`config.mk`:
```
export PLATFORM = sky130hd
export DESIGN_NAME = afc_filter_chain_config
export DESIGN_NICKNAME = d
export VERILOG_FILES = /design/src/rtl/afc_pkg.sv /design/src/rtl/afc_phase_delay.sv /design/src/rtl/afc_channel_sum.sv /design/src/rtl/afc_filter_chain_config.sv
export SDC_FILE = /design/constraint.sdc
export NUM_CORES = 1
export LEC_CHECK = 0
export BUFFER_PORTS_ARGS = -buffer_cell sky130_fd_sc_hd__buf_2
export CAP_MARGIN = 5
export CORE_MARGIN = 3
export CORE_UTILIZATION = 45
export CTS_BUF_LIST = sky130_fd_sc_hd__clkbuf_4
export CTS_CLUSTER_DIAMETER = 30
export DETAILED_ROUTE_END_ITERATION = 8
export MAX_ROUTING_LAYER = met4
export PLACE_DENSITY_LB_ADDON = 0.12
export SETUP_SLACK_MARGIN = 0.1
export SLEW_MARGIN = 15
export SYNTH_ARGS = -nofsm -noshare
export SYNTH_HDL_FRONTEND = slang
export SYNTH_SLANG_ARGS = --single-unit
```
`constraint.sdc`:
```
create_clock -name core_clk -period 11.8 [get_ports core_clk]
set_input_delay 0.59 -clock core_clk [delete_from_list [all_inputs] [get_ports core_clk]]
set_output_delay 0.59 -clock core_clk [all_outputs]
set_load 0.05 [all_outputs]
```
`src/rtl/afc_pkg.sv`:
```
package afc_pkg;
  localparam logic [7:0] OFF_CH8_PHASE   = 8'h63;
  localparam logic [7:0] OFF_FILTER_CFG  = 8'h6B;
  localparam logic [7:0] OFF_VOL_BIQUAD  = 8'h6C;
  localparam logic [7:0] OFF_RANGE_ENH   = 8'h6D;
  localparam logic [7:0] RST_CH8_PHASE   = 8'h00;
  localparam logic [7:0] RST_FILTER_CFG  = 8'h01;
  localparam logic [7:0] RST_VOL_BIQUAD  = 8'h40;
  localparam logic [7:0] RST_RANGE_ENH   = 8'h7B;
  localparam logic [7:0] MASK_FILTER_CFG = 8'h3F;
  localparam int         POS_DECIM       = 4;
  localparam int         POS_SUM         = 2;
  localparam int         POS_HPF         = 0;
  localparam int         POS_GANG        = 7;
  localparam int         POS_BIQUAD      = 5;
  localparam int         POS_SOFTOFF     = 4;
  localparam int         POS_GAINSEL     = 3;
  localparam int         POS_THRESH      = 4;
  localparam int         POS_GAINLIM     = 0;
  localparam logic [3:0] THRESH_MAX      = 4'h9;
  localparam logic [3:0] GAINLIM_MAX     = 4'hC;
  typedef enum logic [1:0] {DEC_LINEAR, DEC_LOWLAT, DEC_ULTRALOW, DEC_RSVD} afc_decim_t;
  typedef enum logic [1:0] {SUM_OFF, SUM_PAIRS, SUM_QUAD, SUM_RSVD} afc_sum_t;
  typedef enum logic [1:0] {HPF_PROG, HPF_CUT1, HPF_CUT2, HPF_CUT3} afc_hpf_t;
endpackage

```
`src/rtl/afc_phase_delay.sv`:
```
`timescale 1ns/1ps
module afc_phase_delay #(
  parameter int DEPTH = 256
) (
  input  wire logic       core_clk,
  input  wire logic       sys_rst,
  input  wire logic       modTick,
  input  wire logic       pdmIn,
  input  wire logic [7:0] delayCount,
  input  wire logic       pdmMode,
  output logic            pdmOut
);
  import afc_pkg::*;
  logic [DEPTH-1:0] shiftReg;
  logic [DEPTH-1:0] next_shiftReg;
  logic             next_pdmOut;

  always_comb begin
    next_shiftReg = shiftReg;
    if (modTick) begin
      next_shiftReg = {shiftReg[DEPTH-2:0], pdmIn};
    end
    // Tap 0 is the bit taken one tick ago, so N=0 bypasses the line
    if (!pdmMode || delayCount == 8'h00) begin
      next_pdmOut = pdmIn;
    end else begin
      // Hold between ticks; the tap moves after each shift
      next_pdmOut = modTick ? shiftReg[delayCount - 8'h01] : pdmOut;
    end
  end

  always_ff @(posedge core_clk) begin
    if (sys_rst) begin
      shiftReg <= '0;
      pdmOut   <= 1'b0;
    end else begin
      shiftReg <= next_shiftReg;
      pdmOut   <= next_pdmOut;
    end
  end
endmodule // afc_phase_delay

```
`src/rtl/afc_channel_sum.sv`:
```
`timescale 1ns/1ps
module afc_channel_sum #(
  parameter int W = 24
) (
  input  wire logic          core_clk,
  input  wire logic          sys_rst,
  input  wire logic          sampleStrobe,
  input  wire logic [1:0]    sumMode,
  input  wire logic [W-1:0]  ch1,
  input  wire logic [W-1:0]  ch2,
  input  wire logic [W-1:0]  ch3,
  input  wire logic [W-1:0]  ch4,
  output logic [W-1:0]       out1,
  output logic [W-1:0]       out2,
  output logic [W-1:0]       out3,
  output logic [W-1:0]       out4
);
  import afc_pkg::*;
  logic [W+1:0] pairA;
  logic [W+1:0] pairB;
  logic [W+1:0] quad;
  logic [W-1:0] next_out1;
  logic [W-1:0] next_out2;
  logic [W-1:0] next_out3;
  logic [W-1:0] next_out4;

  // Signed widening so averages never overflow
  function automatic logic [W+1:0] sx(input logic [W-1:0] v);
    sx = {{2{v[W-1]}}, v};
  endfunction

  always_comb begin
    pairA     = sx(ch1) + sx(ch2);
    pairB     = sx(ch3) + sx(ch4);
    quad      = pairA + pairB;
    next_out1 = out1;
    next_out2 = out2;
    next_out3 = out3;
    next_out4 = out4;
    if (sampleStrobe) begin
      unique case (afc_sum_t'(sumMode))
        SUM_PAIRS: begin
          next_out1 = pairA[W:1];
          next_out2 = pairB[W:1];
          next_out3 = '0;
          next_out4 = '0;
        end
        SUM_QUAD: begin
          next_out1 = quad[W+1:2];
          next_out2 = '0;
          next_out3 = '0;
          next_out4 = '0;
        end
        // Reserved code passes channels through, same as off
        SUM_OFF, SUM_RSVD: begin
          next_out1 = ch1;
          next_out2 = ch2;
          next_out3 = ch3;
          next_out4 = ch4;
        end
      endcase
    end
  end

  always_ff @(posedge core_clk) begin
    if (sys_rst) begin
      out1 <= '0;
      out2 <= '0;
      out3 <= '0;
      out4 <= '0;
    end else begin
      out1 <= next_out1;
      out2 <= next_out2;
      out3 <= next_out3;
      out4 <= next_out4;
    end
  end
endmodule // afc_channel_sum

```
`src/rtl/afc_filter_chain_config.sv`:
```
`timescale 1ns/1ps
module afc_filter_chain_config #(
  parameter int W = 24
) (
  input  wire logic          core_clk,
  input  wire logic          sys_rst,
  input  wire logic          regWrite,
  input  wire logic          regRead,
  input  wire logic [7:0]    regAddr,
  input  wire logic [7:0]    regWdata,
  output logic [7:0]         regRdata,
  output logic               regHit,
  input  wire logic          modTick,
  input  wire logic          ch8PdmMode,
  input  wire logic          ch8PdmIn,
  output logic               ch8PdmOut,
  input  wire logic          sampleStrobe,
  input  wire logic [W-1:0]  ch1,
  input  wire logic [W-1:0]  ch2,
  input  wire logic [W-1:0]  ch3,
  input  wire logic [W-1:0]  ch4,
  output logic [W-1:0]       out1,
  output logic [W-1:0]       out2,
  output logic [W-1:0]       out3,
  output logic [W-1:0]       out4,
  output logic [1:0]         decimationResponseSelect,
  output logic [1:0]         highpassSelect,
  output logic               highpassProgrammable,
  output logic               volumeGang,
  output logic [1:0]         biquadCount,
  output logic [2:0]         biquadEnable,
  output logic               softStepEnable,
  output logic               gainFunctionSelect,
  output logic               rangeEnhancerActive,
  output logic               agcActive,
  output logic [3:0]         rangeEnhancerThreshold,
  output logic [3:0]         rangeEnhancerGainLimit,
  output logic               configReserved
);
  import afc_pkg::*;
  logic [7:0] channel8PhaseDelay;
  logic [7:0] filterChainConfig;
  logic [7:0] volumeBiquadConfig;
  logic [7:0] rangeEnhancerConfig;
  logic [7:0] next_channel8PhaseDelay;
  logic [7:0] next_filterChainConfig;
  logic [7:0] next_volumeBiquadConfig;
  logic [7:0] next_rangeEnhancerConfig;
  logic [7:0] next_regRdata;

  // Register writes; reserved top bits of the filter register stay zero
  always_comb begin
    next_channel8PhaseDelay  = channel8PhaseDelay;
    next_filterChainConfig   = filterChainConfig;
    next_volumeBiquadConfig  = volumeBiquadConfig;
    next_rangeEnhancerConfig = rangeEnhancerConfig;
    if (regWrite) begin
      unique case (regAddr)
        OFF_CH8_PHASE:  next_channel8PhaseDelay  = regWdata;
        OFF_FILTER_CFG: next_filterChainConfig   = regWdata & MASK_FILTER_CFG;
        OFF_VOL_BIQUAD: next_volumeBiquadConfig  = regWdata;
        OFF_RANGE_ENH:  next_rangeEnhancerConfig = regWdata;
        default: ;
      endcase
    end
  end

  always_comb begin
    next_regRdata = 8'h00;
    if (regRead) begin
      unique case (regAddr)
        OFF_CH8_PHASE:  next_regRdata = channel8PhaseDelay;
        OFF_FILTER_CFG: next_regRdata = filterChainConfig;
        OFF_VOL_BIQUAD: next_regRdata = volumeBiquadConfig;
        OFF_RANGE_ENH:  next_regRdata = rangeEnhancerConfig;
        default:        next_regRdata = 8'h00;
      endcase
    end
  end

  always_comb begin
    regHit = (regAddr == OFF_CH8_PHASE) || (regAddr == OFF_FILTER_CFG) ||
             (regAddr == OFF_VOL_BIQUAD) || (regAddr == OFF_RANGE_ENH);
  end

  always_ff @(posedge core_clk) begin
    if (sys_rst) begin
      channel8PhaseDelay  <= RST_CH8_PHASE;
      filterChainConfig   <= RST_FILTER_CFG;
      volumeBiquadConfig  <= RST_VOL_BIQUAD;
      rangeEnhancerConfig <= RST_RANGE_ENH;
      regRdata            <= 8'h00;
    end else begin
      channel8PhaseDelay  <= next_channel8PhaseDelay;
      filterChainConfig   <= next_filterChainConfig;
      volumeBiquadConfig  <= next_volumeBiquadConfig;
      rangeEnhancerConfig <= next_rangeEnhancerConfig;
      regRdata            <= next_regRdata;
    end
  end

  // Field decode: combinational from registers, which are flops
  always_comb begin
    decimationResponseSelect = filterChainConfig[POS_DECIM +: 2];
    highpassSelect           = filterChainConfig[POS_HPF +: 2];
    highpassProgrammable     = afc_hpf_t'(highpassSelect) == HPF_PROG;
    volumeGang               = volumeBiquadConfig[POS_GANG];
    biquadCount              = volumeBiquadConfig[POS_BIQUAD +: 2];
    biquadEnable             = 3'h0;
    for (int i = 0; i < 3; i++) begin
      biquadEnable[i] = (2'(i) < biquadCount);
    end
    softStepEnable           = !volumeBiquadConfig[POS_SOFTOFF];
    gainFunctionSelect       = volumeBiquadConfig[POS_GAINSEL];
    rangeEnhancerActive      = !gainFunctionSelect;
    agcActive                = gainFunctionSelect;
    rangeEnhancerThreshold   = rangeEnhancerConfig[POS_THRESH +: 4];
    rangeEnhancerGainLimit   = rangeEnhancerConfig[POS_GAINLIM +: 4];
    // Reserved codes are flagged, not corrected; software owns the fix
    configReserved = (afc_decim_t'(decimationResponseSelect) == DEC_RSVD) ||
                     (afc_sum_t'(filterChainConfig[POS_SUM +: 2]) == SUM_RSVD) ||
                     (rangeEnhancerThreshold > THRESH_MAX) ||
                     (rangeEnhancerGainLimit > GAINLIM_MAX);
  end

  afc_phase_delay u_phase (
    .core_clk   (core_clk),
    .sys_rst    (sys_rst),
    .modTick    (modTick),
    .pdmIn      (ch8PdmIn),
    .delayCount (channel8PhaseDelay),
    .pdmMode    (ch8PdmMode),
    .pdmOut     (ch8PdmOut)
  );

  afc_channel_sum #(.W(W)) u_sum (
    .core_clk     (core_clk),
    .sys_rst      (sys_rst),
    .sampleStrobe (sampleStrobe),
    .sumMode      (filterChainConfig[POS_SUM +: 2]),
    .ch1          (ch1),
    .ch2          (ch2),
    .ch3          (ch3),
    .ch4          (ch4),
    .out1         (out1),
    .out2         (out2),
    .out3         (out3),
    .out4         (out4)
  );
endmodule // afc_filter_chain_config

```
# ---- Word-level counts from Yosys, hierarchy flattened
# Cells that the tools add are included.
# W data, S select, Z words.
dict set report word_totals {
  register_bits 391
  in_bits 120
  word_cells 60
}
dict set report op_classes {
  addsub 4
  n_lt_le_gt_ge 6
  eq_ne 8
  muxes 9
  bitwise_logic 1
  reduce_logical 21
}
# cell n
set ops {}
lappend ops {{$pmux W24 S3} 2}
lappend ops {{$pmux W24 S2} 2}
lappend ops {{$add A24 B24 Y25} 2}
lappend ops {{$eq A8 B7 Y1 const B} 4}
lappend ops {{$pmux W8 S4} 1}
lappend ops {{$add A26 B26 Y26} 1}
lappend ops {{$lt A8 B9 Y1 const B} 1}
lappend ops {{$bmux W1 S8} 1}
lappend ops {{$gt A4 B4 Y1 const B} 2}
lappend ops {{$logic_not A8 Y1} 1}
lappend ops {{$reduce_and A2 Y1} 4}
lappend ops {{$sub A8 B1 Y8 const B} 1}
lappend ops {{$logic_or A1 B1 Y1} 7}
lappend ops {{$eq A2 B2 Y1 const B} 3}
lappend ops {{$reduce_or A2 Y1} 3}
lappend ops {{$logic_not A2 Y1} 2}
lappend ops {{$lt A1 B2 Y1 const A} 2}
lappend ops {{$logic_not A1 Y1} 3}
lappend ops {{$mux W1} 3}
lappend ops {{$eq A2 B1 Y1 const B} 1}
lappend ops {{$lt A2 B2 Y1 const A} 1}
lappend ops {{$reduce_bool A2 Y1} 1}
lappend ops {{$not A1 Y1} 1}

# ---- Longest topological paths before layout
# Gate-level depths: netlist of run 1.
dict set report logic_depth {
  word_depth 5
  depth_mapped 24
  depth_no_buf 24
}

# ---- Hierarchy
# From an unflattened synthesis of run 1, not the netlist that was laid out.
dict set report hier_totals {
  cells_unflattened 2192
  hier_area_um2 20477.1
}
# module instances cells_each area_per_inst_um2 seq_area_each_um2
set modules_own_cells {}
lappend modules_own_cells {afc_phase_delay 1 1068 11403.4 5144.9}
lappend modules_own_cells {afc_channel_sum 1 903 7154.4 1921.8}
lappend modules_own_cells {afc_filter_chain_config 1 221 1919.3 760.7}

# ---- Worst setup path after synthesis of run 1
# Ideal clock, no wire load.
dict set report synth_timing {
  path_kind {input -> register}
  startpoint {input ch3[0]}
  endpoint {register u_sum.out1[21]}
  setup_time_ns 0.073
  arrival_ns 4.768
  required_ns 11.727
  path_slack_ns 6.959
  path_stages 21
  cell_sequence {ha_1 > fa_1 > a21o_1 > a21oi_1 > o21ai_0 > a21oi_1 > o21bai_1 > a21oi_1 > xnor2_1 > ha_1 > a21oi_1 > o21ai_1 > or3_1 > o21ai_1 > a21oi_1 > a2111oi_0 > a2111oi_2 > o221ai_2 > a21oi_2 > or3_1 > o211ai_2}
}
dict set report synth_between {
  elab_chain_len 3
}
# item line
set synth_rtl {}
lappend synth_rtl {{from (decl)} afc_filter_chain_config.sv:20} ;# input wire logic [W-1:0] ch3,
lappend synth_rtl {{$add A24 B24 Y25} afc_channel_sum.sv:34} ;# pairB = sx(ch3) + sx(ch4);
lappend synth_rtl {{$add A26 B26 Y26} afc_channel_sum.sv:35} ;# quad = pairA + pairB;
lappend synth_rtl {{$pmux W24 S3} afc_channel_sum.sv:41} ;# unique case (afc_sum_t'(sumMode))
lappend synth_rtl {{to (signal assigned)} afc_channel_sum.sv:72} ;# out1 <= next_out1;
lappend synth_rtl {{to (decl)} afc_channel_sum.sv:13} ;# output logic [W-1:0] out1,
# No other way between the ends.
# A chain may end at the register's enable or synchronous reset.

# ---- Worst setup path after layout of run 1
dict set report layout_timing {
  startpoint {input ch3[0]}
  endpoint {register u_sum.out1[19]}
}
# Same word-level chain as after synthesis.

==> impl_metrics.csv, run 1 <==
group,metric,value,unit
outcome,status,"complete, no violations",
clocking,cts.path.max_buffers,3,
critical_path,r2r_slack,6.57,ns
global_route,grt_max_degree,130,
sta,drv_slew,0,
global_route,grt_pass1_wl,86600,µm
sta,maxSlewHeadroom,26.8,%
sta,hold_violations,0,
global_route,track_usage,23.4,%
floorplan,die_y,216,µm
routing,postRouteAntennaNets,0,
routing,drc_errors,0,
logic_synthesis,ys_warn_count,0,
sta,worst_slew_pin_slew,1.10,ns
sta,setup_ws,6.45,ns
placed_design,io_buffer_count,249,
placed_design,dp_hpwl,36800,µm
floorplan,start_util,45.8,%
power,ir_drop,0.0739,mV
clocking,numCtsBuffers,113,
global_route,grt_antenna_before_repair,1,
layout,final_core_utilization,54.1,%
sta,setup_violations,0,
power,swShare,30.5,%
hold_path,holdPathEnd,"u_sum.out4[8]",
global_route,gr-usage-met2,35.1,%
sta,max_freq,187,MHz
critical_path,cp.required,12.54,ns
floorplan,ios,250,
logic_synthesis,syn_nets,2270,
critical_path,rr_endpoint,"u_phase.pdmOut",
clocking,clkTransAtPathRegs,0.06,ns
routing,via_per_inst,5.44,
sta,min_period,5.35,ns
sta,clock_skew,0.0545,ns
global_route,grt_use_met3,4.30,%
clocking,h-tree-depth,3,
logic_synthesis,synth_seq_cells,391,
power,clockPowerShare,39.5,%
routing,routed_wl,53600,µm
floorplan,die_width,216,µm
job,maxCapViolations,0,
clocking,cts.sinks,391,
layout,drive_above_1_share,22.5,%
routing,dr.pass1.iters,8,
routing,vias,16500,
layout,fillers,4018,
sta,grt_setup_unrepaired,"false",
critical_path,path_max_fanout,4,
critical_path,rr_worst_depth,12,
clocking,cts_setup_buffers,0,
power,p_leak,10.4,nW
critical_path,worstSetupPathType,"in2reg",
global_route,grt_pass1_vias,15900,
hold_path,hp-class,"in2reg",
clocking,clock_latency,0.84,ns
critical_path,startpoint_type,"primary input",
routing,wl_per_cell,17.7,µm
logic_synthesis,synthFlopType,"dfxtp_1",
global_route,gr-total-overflow,0,
layout,seq_area,7830,µm²
power,power.internal,2.28,mW
clocking,root_buffer,"clkbuf_4",
power,p_per_area,140,nW/µm²
floorplan,dieArea,46700,µm²
floorplan,core,43400,µm²
logic_synthesis,async_flop_share,0,%
global_route,grt_use_met1,32.1,%
hold_path,worstHoldStart,"ch4[8]",
critical_path,r2r_start,"channel8PhaseDelay[0]",
logic_synthesis,synth_enable_flop_cells,0,
logic_synthesis,postSynthAreaPerCell,9.60,µm²
layout,multi_input_area,11400,µm²
global_route,grt_busiest_layer,"met2",
routing,initialDrtViolationCount,1166,
sta,finalCritPeriodShare,45.3,%
hold_path,hold-path-cell-count,3,
placed_design,place_ws,6.31,ns
logic_synthesis,seq_area_frac_synth,39.4,%
layout,syn_to_final_growth,18.1,%
power,power_frac_comb,19.2,%
power,p_sw,1.00,mW
logic_synthesis,netlist-cell-type-count,71,
clocking,cts_tree,"yes",
logic_synthesis,syn-instance-count,2071,
clocking,cts_resized,0,
critical_path,arrival,6.09,ns
floorplan,row_count,76,
placed_design,place.gp.congestion,0.975,
sta,whs,0.0853,ns
sta,setup-tns-final,0,ns
logic_synthesis,netlist_area,19900,µm²
critical_path,startpoint,"ch3[0]",
power,p_seq_share,41.3,%
layout,final_nets,2564,
critical_path,cp-end-kind,"flip-flop",
## state kept, by name, summed over array words and instances, names as in the netlist, 6 cells and up
signal and flops:
u_sum.out2 24, u_sum.out4 24, volumeBiquadConfig 8, u_phase.shiftReg 256, regRdata 8, u_sum.out3 24
channel8PhaseDelay 8, u_sum.out1 24, rangeEnhancerConfig 8, filterChainConfig 6
## cell usage after synthesis (all sizes together) (19+ instances only)
master | count | area (µm²)
a211oi | 32 | 250
inv | 36 | 135
xor2 | 19 | 166
buf | 52 | 248
a21o | 29 | 218
a22oi | 33 | 248
mux2i | 264 | 2640
nand2 | 120 | 450
clkbuf | 85 | 319
ha | 77 | 963
a21oi | 138 | 694
dfxtp | 391 | 7830
o21ai | 33 | 169
xnor2 | 39 | 342
nor2 | 393 | 1480
mux4 | 84 | 1890
nor2b | 58 | 363
## logic make-up (layout without fill, tap and decap cells)
family	Yosys count	in the layout	synth area share [%]
AOI/OAI and AO/OA	351	351	11.8
xor gates and xnor gates	58	58	2.56
adders and majority gates	79	79	5.05
buffers and inverters	173	550	3.53
DFF	391	391	39.4
muxes	349	349	22.9
other	0	1	0
and+or+nand+nor	670	670	14.8
## power groups by stage
stage	combinational (mW)	sequential [mW]	clock, mW
global route	0.684	1.35	1.42
floorplan	0.384	1.45	0
finish	0.631	1.35	1.30
detailed placement	0.605	1.38	0
CTS	0.622	1.35	1.35
global placement	0.600	1.38	0
## per-stage QoR
stage	std cells	cell area, µm²	total power, mW
floorplan	2071	19900	1.83
global placement	2784	21500	1.98
detailed placement	2784	21500	1.99
CTS	3033	23500	3.32
global route	3034	23500	3.46
finish	3034	23500	3.28
## layer usage
metal,wire (µm),up-vias
li1,-,8044
met1,25100,7881
met2,23900,498
met3,3520,75
met4,1160,0
met5,0,-
## cells in the final DEF, fill, tap and decap left out, types with 5 or more instances in the layout
| cell | count |
|---|---|
| o21a_1 | 10 |
| buf_4 | 17 |
| a32oi_1 | 5 |
| nand3_1 | 16 |
| nor3_1 | 13 |
| buf_2 | 246 |
| clkinv_2 | 14 |
| nand3b_1 | 9 |
| xor2_1 | 19 |
| o21bai_1 | 8 |
| a221oi_1 | 9 |
| a211oi_1 | 30 |
| nand2_1 | 120 |
| dfxtp_1 | 390 |
| nor2b_1 | 57 |
| mux4_2 | 84 |
| ha_1 | 75 |
| bufinv_16 | 5 |
| nor2_1 | 393 |
| o21ai_0 | 29 |
| and3_1 | 12 |
| or3_1 | 7 |
| o31a_1 | 6 |
| a21boi_0 | 5 |
| xnor2_1 | 37 |
| a22oi_1 | 33 |
| and2_1 | 9 |
| clkbuf_4 | 149 |
| a311oi_1 | 7 |
| a21oi_1 | 137 |
| dlygate4sd3_1 | 51 |
| or2_2 | 5 |
| mux2i_1 | 264 |
| clkinv_1 | 26 |
| a21o_1 | 29 |
| inv_1 | 36 |
| and4_1 | 5 |
## what timing repair did
| item | in CTS | in global routing |
|---|---|---|
| endpoints found under the setup margin | 0 | 0 |
| hold endpoints to repair | 71 | 0 |
| hold buffers | 51 | 0 |
## worst max-delay path, cell delays in order
cell	delay [ns]
dlygate4sd3_1	0.53
buf_2	0.13
ha_1	0.24
fa_1	0.41
a21o_1	0.20
a21oi_1	0.23
o21ai_0	0.15
a21oi_1	0.25
o21bai_1	0.13
a21oi_1	0.23
xnor2_1	0.21
ha_1	0.33
a21oi_1	0.14
o21ai_1	0.09
or3_1	0.33
o21ai_1	0.27
a21oi_1	0.13
a2111oi_0	0.56
a2111oi_2	0.14
o221ai_2	0.27
a21oi_1	0.11
nand3b_2	0.21
a211oi_2	0.21
## how the worst max path moves through the flow
stage                     endpoint  slack, ns  cells after the start
detailed placement  u_sum.out1[21]       6.31                     22
floorplan           u_sum.out1[21]       6.96                     21
global placement    u_sum.out1[21]       6.44                     22
global route        u_sum.out1[19]       6.03                     25
CTS                 u_phase.pdmOut       6.54                     12
finish              u_sum.out1[19]       6.45                     23
## cell type report
cell class	count	share of cell area, %
Multi-Input combinational cell	1507	48.5
Sequential cell	391	33.4
Timing Repair Buffer	316	8.09
Clock buffer	149	4.77
Tap cell	585	3.12
Clock inverter	49	1.57
Inverter	36	0.576
Antenna cell	1	0.0107
(Power assumes the default switching activity.)
==> inputs of run 2 (changes only) <==
==> constraint.sdc (replaced) <==
create_clock -name core_clk -period 4.7 [get_ports core_clk]
set_input_delay 0.235 -clock core_clk [delete_from_list [all_inputs] [get_ports core_clk]]
set_output_delay 0.235 -clock core_clk [all_outputs]
set_load 0.05 [all_outputs]
==> run 2 against run 1 <==
Compared with the run above:
- worst setup slack worse by 6.1 ns
- worst hold slack better by 0.0031 ns
- sequential share of layout area is 2.1 points lower
- highest routed layer unchanged
- first-iteration DRC count is 2.7% higher
- power grew to 2.6 times the previous value
- clock power grew to 2.5 times the previous value
- largest cell class unchanged
- critical path depth is 4 higher
==> impl_metrics.csv, run 2 (synthesized netlist as in run 1, its figures left out) <==
group,metric,value,unit
routing,routed_wl,55600,µm
sta,worst_slew_pin_slew,1.10,ns
hold_path,hp-class,"in2reg",
placed_design,io_buffer_count,249,
layout,regMostFlops,"u_phase.shiftReg",
layout,final_core_utilization,57.8,%
critical_path,startpoint,"ch3[0]",
routing,initialDrtViolationCount,1197,
layout,stdcell_area,25100,µm²
placed_design,dp_cells,2823,
layout,fillers,3923,
floorplan,die_width,216,µm
power,p_leak,11.0,nW
global_route,track_usage,24.2,%
layout,syn_to_final_growth,26.1,%
power,ir_drop,0.195,mV
critical_path,cp_slowest_stage_delay,0.53,ns
floorplan,row_count,76,
sta,max_freq,230,MHz
placed_design,dpl_cell_area,21800,µm²
sta,drv_slew,0,
sta,setup_ws,0.358,ns
routing,dr.pass1.iters,5,
critical_path,cpMaxStageDelayCell,"dlygate4sd3_1",
power,p_per_area,339,nW/µm²
global_route,gr-total-overflow,0,
clocking,cts_tree,"yes",
critical_path,arrival,5.12,ns
layout,final_cell_mix,"nor2_1 (393), dfxtp_1 (390), mux2i_1 (264)",
critical_path,worstSetupPathType,"in2reg",
sta,whs,0.0884,ns
layout,final_nets,2717,
placed_design,place_ws,-0.259,ns
routing,wl_per_cell,17.4,µm
layout,layout_commonest_cell,"nor2_1",
global_route,grt_max_degree,183,
routing,postRouteAntennaNets,0,
clocking,root_buffer,"clkbuf_4",
global_route,grt_antenna_before_repair,5,
critical_path,cp.required,5.48,ns
layout,largest_reg_flops,256,
clocking,cts.sinks,391,
critical_path,rr_endpoint,"u_phase.pdmOut",
sta,min_period,4.34,ns
layout,fin_cells,3195,
clocking,clock_latency,0.87,ns
hold_path,hold-path-cell-count,3,
clocking,numCtsBuffers,109,
critical_path,crit_path_frequent_cell,"a21oi_2",
job,maxCapViolations,0,
floorplan,start_util,45.8,%
floorplan,die_y,216,µm
layout,drive_above_1_share,23.5,%
power,total_power,8.50,mW
hold_path,holdPathEnd,"u_phase.shiftReg[132]",
sta,hold_violations,0,
floorplan,dieArea,46700,µm²
routing,vias,17200,
sta,maxSlewHeadroom,26.4,%
floorplan,core,43400,µm²
routing,via_per_inst,5.37,
sta,setup_violations,0,
critical_path,r2r_slack,0.40,ns
placed_design,dp_hpwl,37300,µm
placed_design,place.gp.congestion,0.962,
critical_path,cp-end-kind,"flip-flop",
clocking,clkTransAtPathRegs,0.07,ns
critical_path,r2r_start,"channel8PhaseDelay[1]",
sta,finalCritPeriodShare,92.4,%
critical_path,rr_worst_depth,12,
sta,clock_skew,0.0823,ns
critical_path,path_max_fanout,3,
critical_path,startpoint_type,"primary input",
floorplan,ios,250,
global_route,grt_pass1_wl,89500,µm
global_route,grt_pass1_vias,16800,
routing,drc_errors,0,
outcome,status,"complete, no violations",
clocking,h-tree-depth,3,
hold_path,worstHoldStart,"modTick",
sta,setup-tns-final,0,ns
sta,grt_setup_unrepaired,"false",
clocking,cts.path.max_buffers,3,
-- run 2: changes by cell type in the layout (fill, tap and decap cells not counted), sizes merged --
cell / change
buf: +44
clkbuf: +2
clkinv: -3
dlygate4sd3: +113
diode: +4
clkinvlp: -1
inv: +2
-- run 2: worst max path at each step --
stage	cells past startpoint	endpoint
after global routing	27	u_sum.out1[19]
after detailed placement	23	u_sum.out1[19]
after global placement	23	u_sum.out1[21]
after CTS	24	u_sum.out1[19]
after floorplan	21	u_sum.out1[21]
final	27	u_sum.out1[19]
-- run 2: timing repair --
item | 4_1_cts | 5_1_grt
hold buffers | 164 | 0
setup endpoints to repair | 0 | 12
setup buffers | 0 | 5
hold endpoints to repair | 189 | 0
gates resized for setup | 0 | 23
-- run 2: worst max-delay path: cells and delay by family --
kind / cells / cell delay [ns]
AOI/OAI and AO/OA: 16 / 2.56
buffers and inverters: 4 / 0.97
xor gates and xnor gates: 1 / 0.11
adders and majority gates: 3 / 0.93
and+or+nand+nor: 3 / 0.29
-- run 2: power breakdown --
part	internal, mW	switching, mW	leakage (nW)	total (mW)
Sequential	3.37	0.0312	3.17	3.40
Combinational	0.773	1.07	6.99	1.85
Clock	1.78	1.48	0.872	3.25
Total	5.91	2.58	11.0	8.50
-- run 2: final cells by class --
class	count	area (µm²)	share of cell area [%]
multi-input combinational	1507	11500	45.8
sequential	391	7830	31.2
timing repair buffer	473	3400	13.6
clock buffer	151	1130	4.52
tap	585	732	2.92
clock inverter	47	347	1.38
inverter	36	135	0.539
antenna	5	12.5	0.0499
-- run 2: routing by layer --
layer,GRT usage (%),part of all wire (%),vias to the layer above
li1,-,-,8357
met1,31.8,46,8173
met2,36.2,44,521
met3,5.36,6.5,121
met4,10.1,3.3,0
met5,-,0,-
==> inputs of run 3 (changes only) <==
==> constraint.sdc (replaced) <==
create_clock -name core_clk -period 4.75 [get_ports core_clk]
set_input_delay 0.2375 -clock core_clk [delete_from_list [all_inputs] [get_ports core_clk]]
set_output_delay 0.2375 -clock core_clk [all_outputs]
set_load 0.05 [all_outputs]
==> run 3 against run 2 <==
Compared with the run above:
- highest routed layer unchanged
- sequential power fell by 1%
- global-route usage shrank 0.097 points
- combinational power shrank 2%
- critical endpoint is now u_sum.out1[20]
- clock skew shrank 0.017 ns
- final cell count shrank 1.2%
- register-to-register slack improved by 0.02 ns
- critical path depth decreased by 4
- count of clock-buffer cells in the layout up 4
- critical path type unchanged
==> impl_metrics.csv, run 3 (synthesized netlist as in run 1, its figures left out) <==
group,metric,value,unit
global_route,gr-total-overflow,0,
critical_path,startpoint,"ch3[1]",
sta,worst_slew_pin_slew,1.12,ns
floorplan,die_y,216,µm
routing,wl_met2,24700,µm
layout,fin_cells,3156,
routing,highest_layer,"met4",
floorplan,start_util,45.8,%
routing,postRouteAntennaNets,0,
sta,finalCritPeriodShare,94.0,%
floorplan,dieArea,46700,µm²
clocking,numCtsBuffers,109,
layout,multi_input_area,11500,µm²
clocking,cts.sinks,391,
floorplan,core,43400,µm²
hold_path,hp-class,"in2reg",
routing,wirelength_met1,25900,µm
critical_path,cp.required,5.49,ns
placed_design,place.gp.congestion,0.966,
layout,regMostFlops,"u_phase.shiftReg",
routing,dr.pass1.iters,6,
critical_path,r2r_start,"channel8PhaseDelay[1]",
critical_path,cpMaxStageDelayCell,"dlygate4sd3_1",
sta,min_period,4.47,ns
layout,fillers,3951,
clocking,cts_tree,"yes",
placed_design,dp_hpwl,37600,µm
critical_path,crit_family,"compound AO/OA/AOI/OAI gates",
sta,grt_setup_unrepaired,"false",
sta,setup_ws,0.285,ns
sta,setup_violations,0,
sta,maxSlewHeadroom,25.1,%
power,ir_drop,0.180,mV
clocking,h-tree-depth,3,
sta,drv_slew,0,
job,maxCapViolations,0,
critical_path,crit_chain,"buf_2, dlygate4sd3_1, buf_4, ha_1, a211o_1, a21oi_1, o21ai_0, o21a_1, a21o_1, a21oi_2, xnor2_2, ha_1, o21a_1, o21ai_1, nor2_1, o21ai_4, a21boi_2, a21oi_2, o21ai_1, xor2_1, a22oi_1, a311oi_1, dlygate4sd3_1",
power,p_leak,10.9,nW
hold_path,worstHoldStart,"modTick",
critical_path,worstSetupPathType,"in2reg",
routing,initialDrtViolationCount,1130,
floorplan,ios,250,
routing,routed_wl,55700,µm
routing,vias,17100,
global_route,grt_pass1_vias,16700,
routing,via_per_inst,5.41,
sta,hold_violations,0,
critical_path,arrival,5.20,ns
global_route,grt_antenna_before_repair,4,
critical_path,path_buf_inv,4,
routing,wl_per_cell,17.6,µm
placed_design,io_buffer_count,249,
global_route,grt_max_degree,127,
layout,syn_to_final_growth,24.5,%
clocking,clock_latency,0.84,ns
layout,largest_reg_flops,256,
layout,seq_area,7830,µm²
layout,final_cell_mix,"nor2_1 (393), dfxtp_1 (390), mux2i_1 (264)",
clocking,cts.path.max_buffers,3,
layout,layout_commonest_cell,"nor2_1",
power,p_per_area,327,nW/µm²
critical_path,cp-end-kind,"flip-flop",
layout,drive_above_1_share,23.6,%
clocking,clkTransAtPathRegs,0.06,ns
outcome,status,"complete, no violations",
sta,clock_skew,0.0658,ns
routing,drc_errors,0,
routing,wl_met3,3430,µm
critical_path,startpoint_type,"primary input",
floorplan,die_width,216,µm
sta,max_freq,224,MHz
critical_path,cp_slowest_stage_delay,0.58,ns
critical_path,path_max_fanout,4,
global_route,track_usage,24.1,%
floorplan,row_count,76,
global_route,grt_pass1_wl,89300,µm
placed_design,dp_cells,2817,
clocking,root_buffer,"clkbuf_4",
placed_design,place_ws,-0.291,ns
layout,final_nets,2689,
run 3: cell types whose count changed in the layout (fill, tap and decap cells not counted), sizes merged:
| cell | change |
|---|---|
| buf | -7 |
| bufinv | -5 |
| clkbuf | +4 |
| clkinv | -8 |
| diode | -1 |
| dlygate4sd3 | -21 |
| inv | -1 |
run 3: layer usage:
| layer | track usage (%) | vias up |
|---|---|---|
| met3 | 4.77 | 105 |
| met4 | 9.83 | 0 |
| met1 | 32.4 | 8164 |
| li1 | - | 8298 |
| met2 | 35.7 | 511 |
| met5 | - | - |
run 3: what timing repair did:
item                                    CTS  global route
buffers inserted                          0             4
endpoints found under the setup margin    0             7
hold buffers                            144             0
endpoints found under the hold margin   212             0
resized for setup                         0            32
run 3: path summary, 6_finish.rpt:
check,depth (start not counted),to,slack (ns)
worst max-delay path,23,u_sum.out1[20],0.28
worst min-delay path,3,u_phase.shiftReg[115],0.05
worst max register to register,12,u_phase.pdmOut,0.42
worst min register to register,2,volumeBiquadConfig[2],0.46
run 3: metrics by stage:
step                utilization, %  setup TNS [ns]  total power, mW  cell area, µm²  hold WS, ns
finish                        57.0               0             8.09           24700       0.0482
CTS                           56.6               0             8.09           24500      0.00203
detailed placement            50.2           -1.01             5.04           21800        0.446
global route                  57.0               0             8.54           24700       0.0621
global placement              50.2          -0.368             5.02           21800        0.443
floorplan                        -               0             4.56           19900        0.347
run 3: layout make-up:
class                   instances  share of cell area, %
inverters                      36                  0.546
clock buffers                 155                   4.70
multi-input cells            1507                   46.7
clock inverters                33                  0.607
repair buffers                445                   12.8
flip-flops and latches        391                   31.7
diodes                          4                 0.0405
well taps                     585                   2.96
run 3: tightest hold or removal path, stage by stage:
cell and delay, ns:
buf_8 0.30, mux2i_1 0.22, nor2_1 0.07
run 3: report_power, final:
part	internal (mW)	total, mW	switching (mW)
sequential	3.33	3.36	0.0303
combinational	0.752	1.81	1.06
clock	1.50	2.92	1.42
total	5.58	8.09	2.51
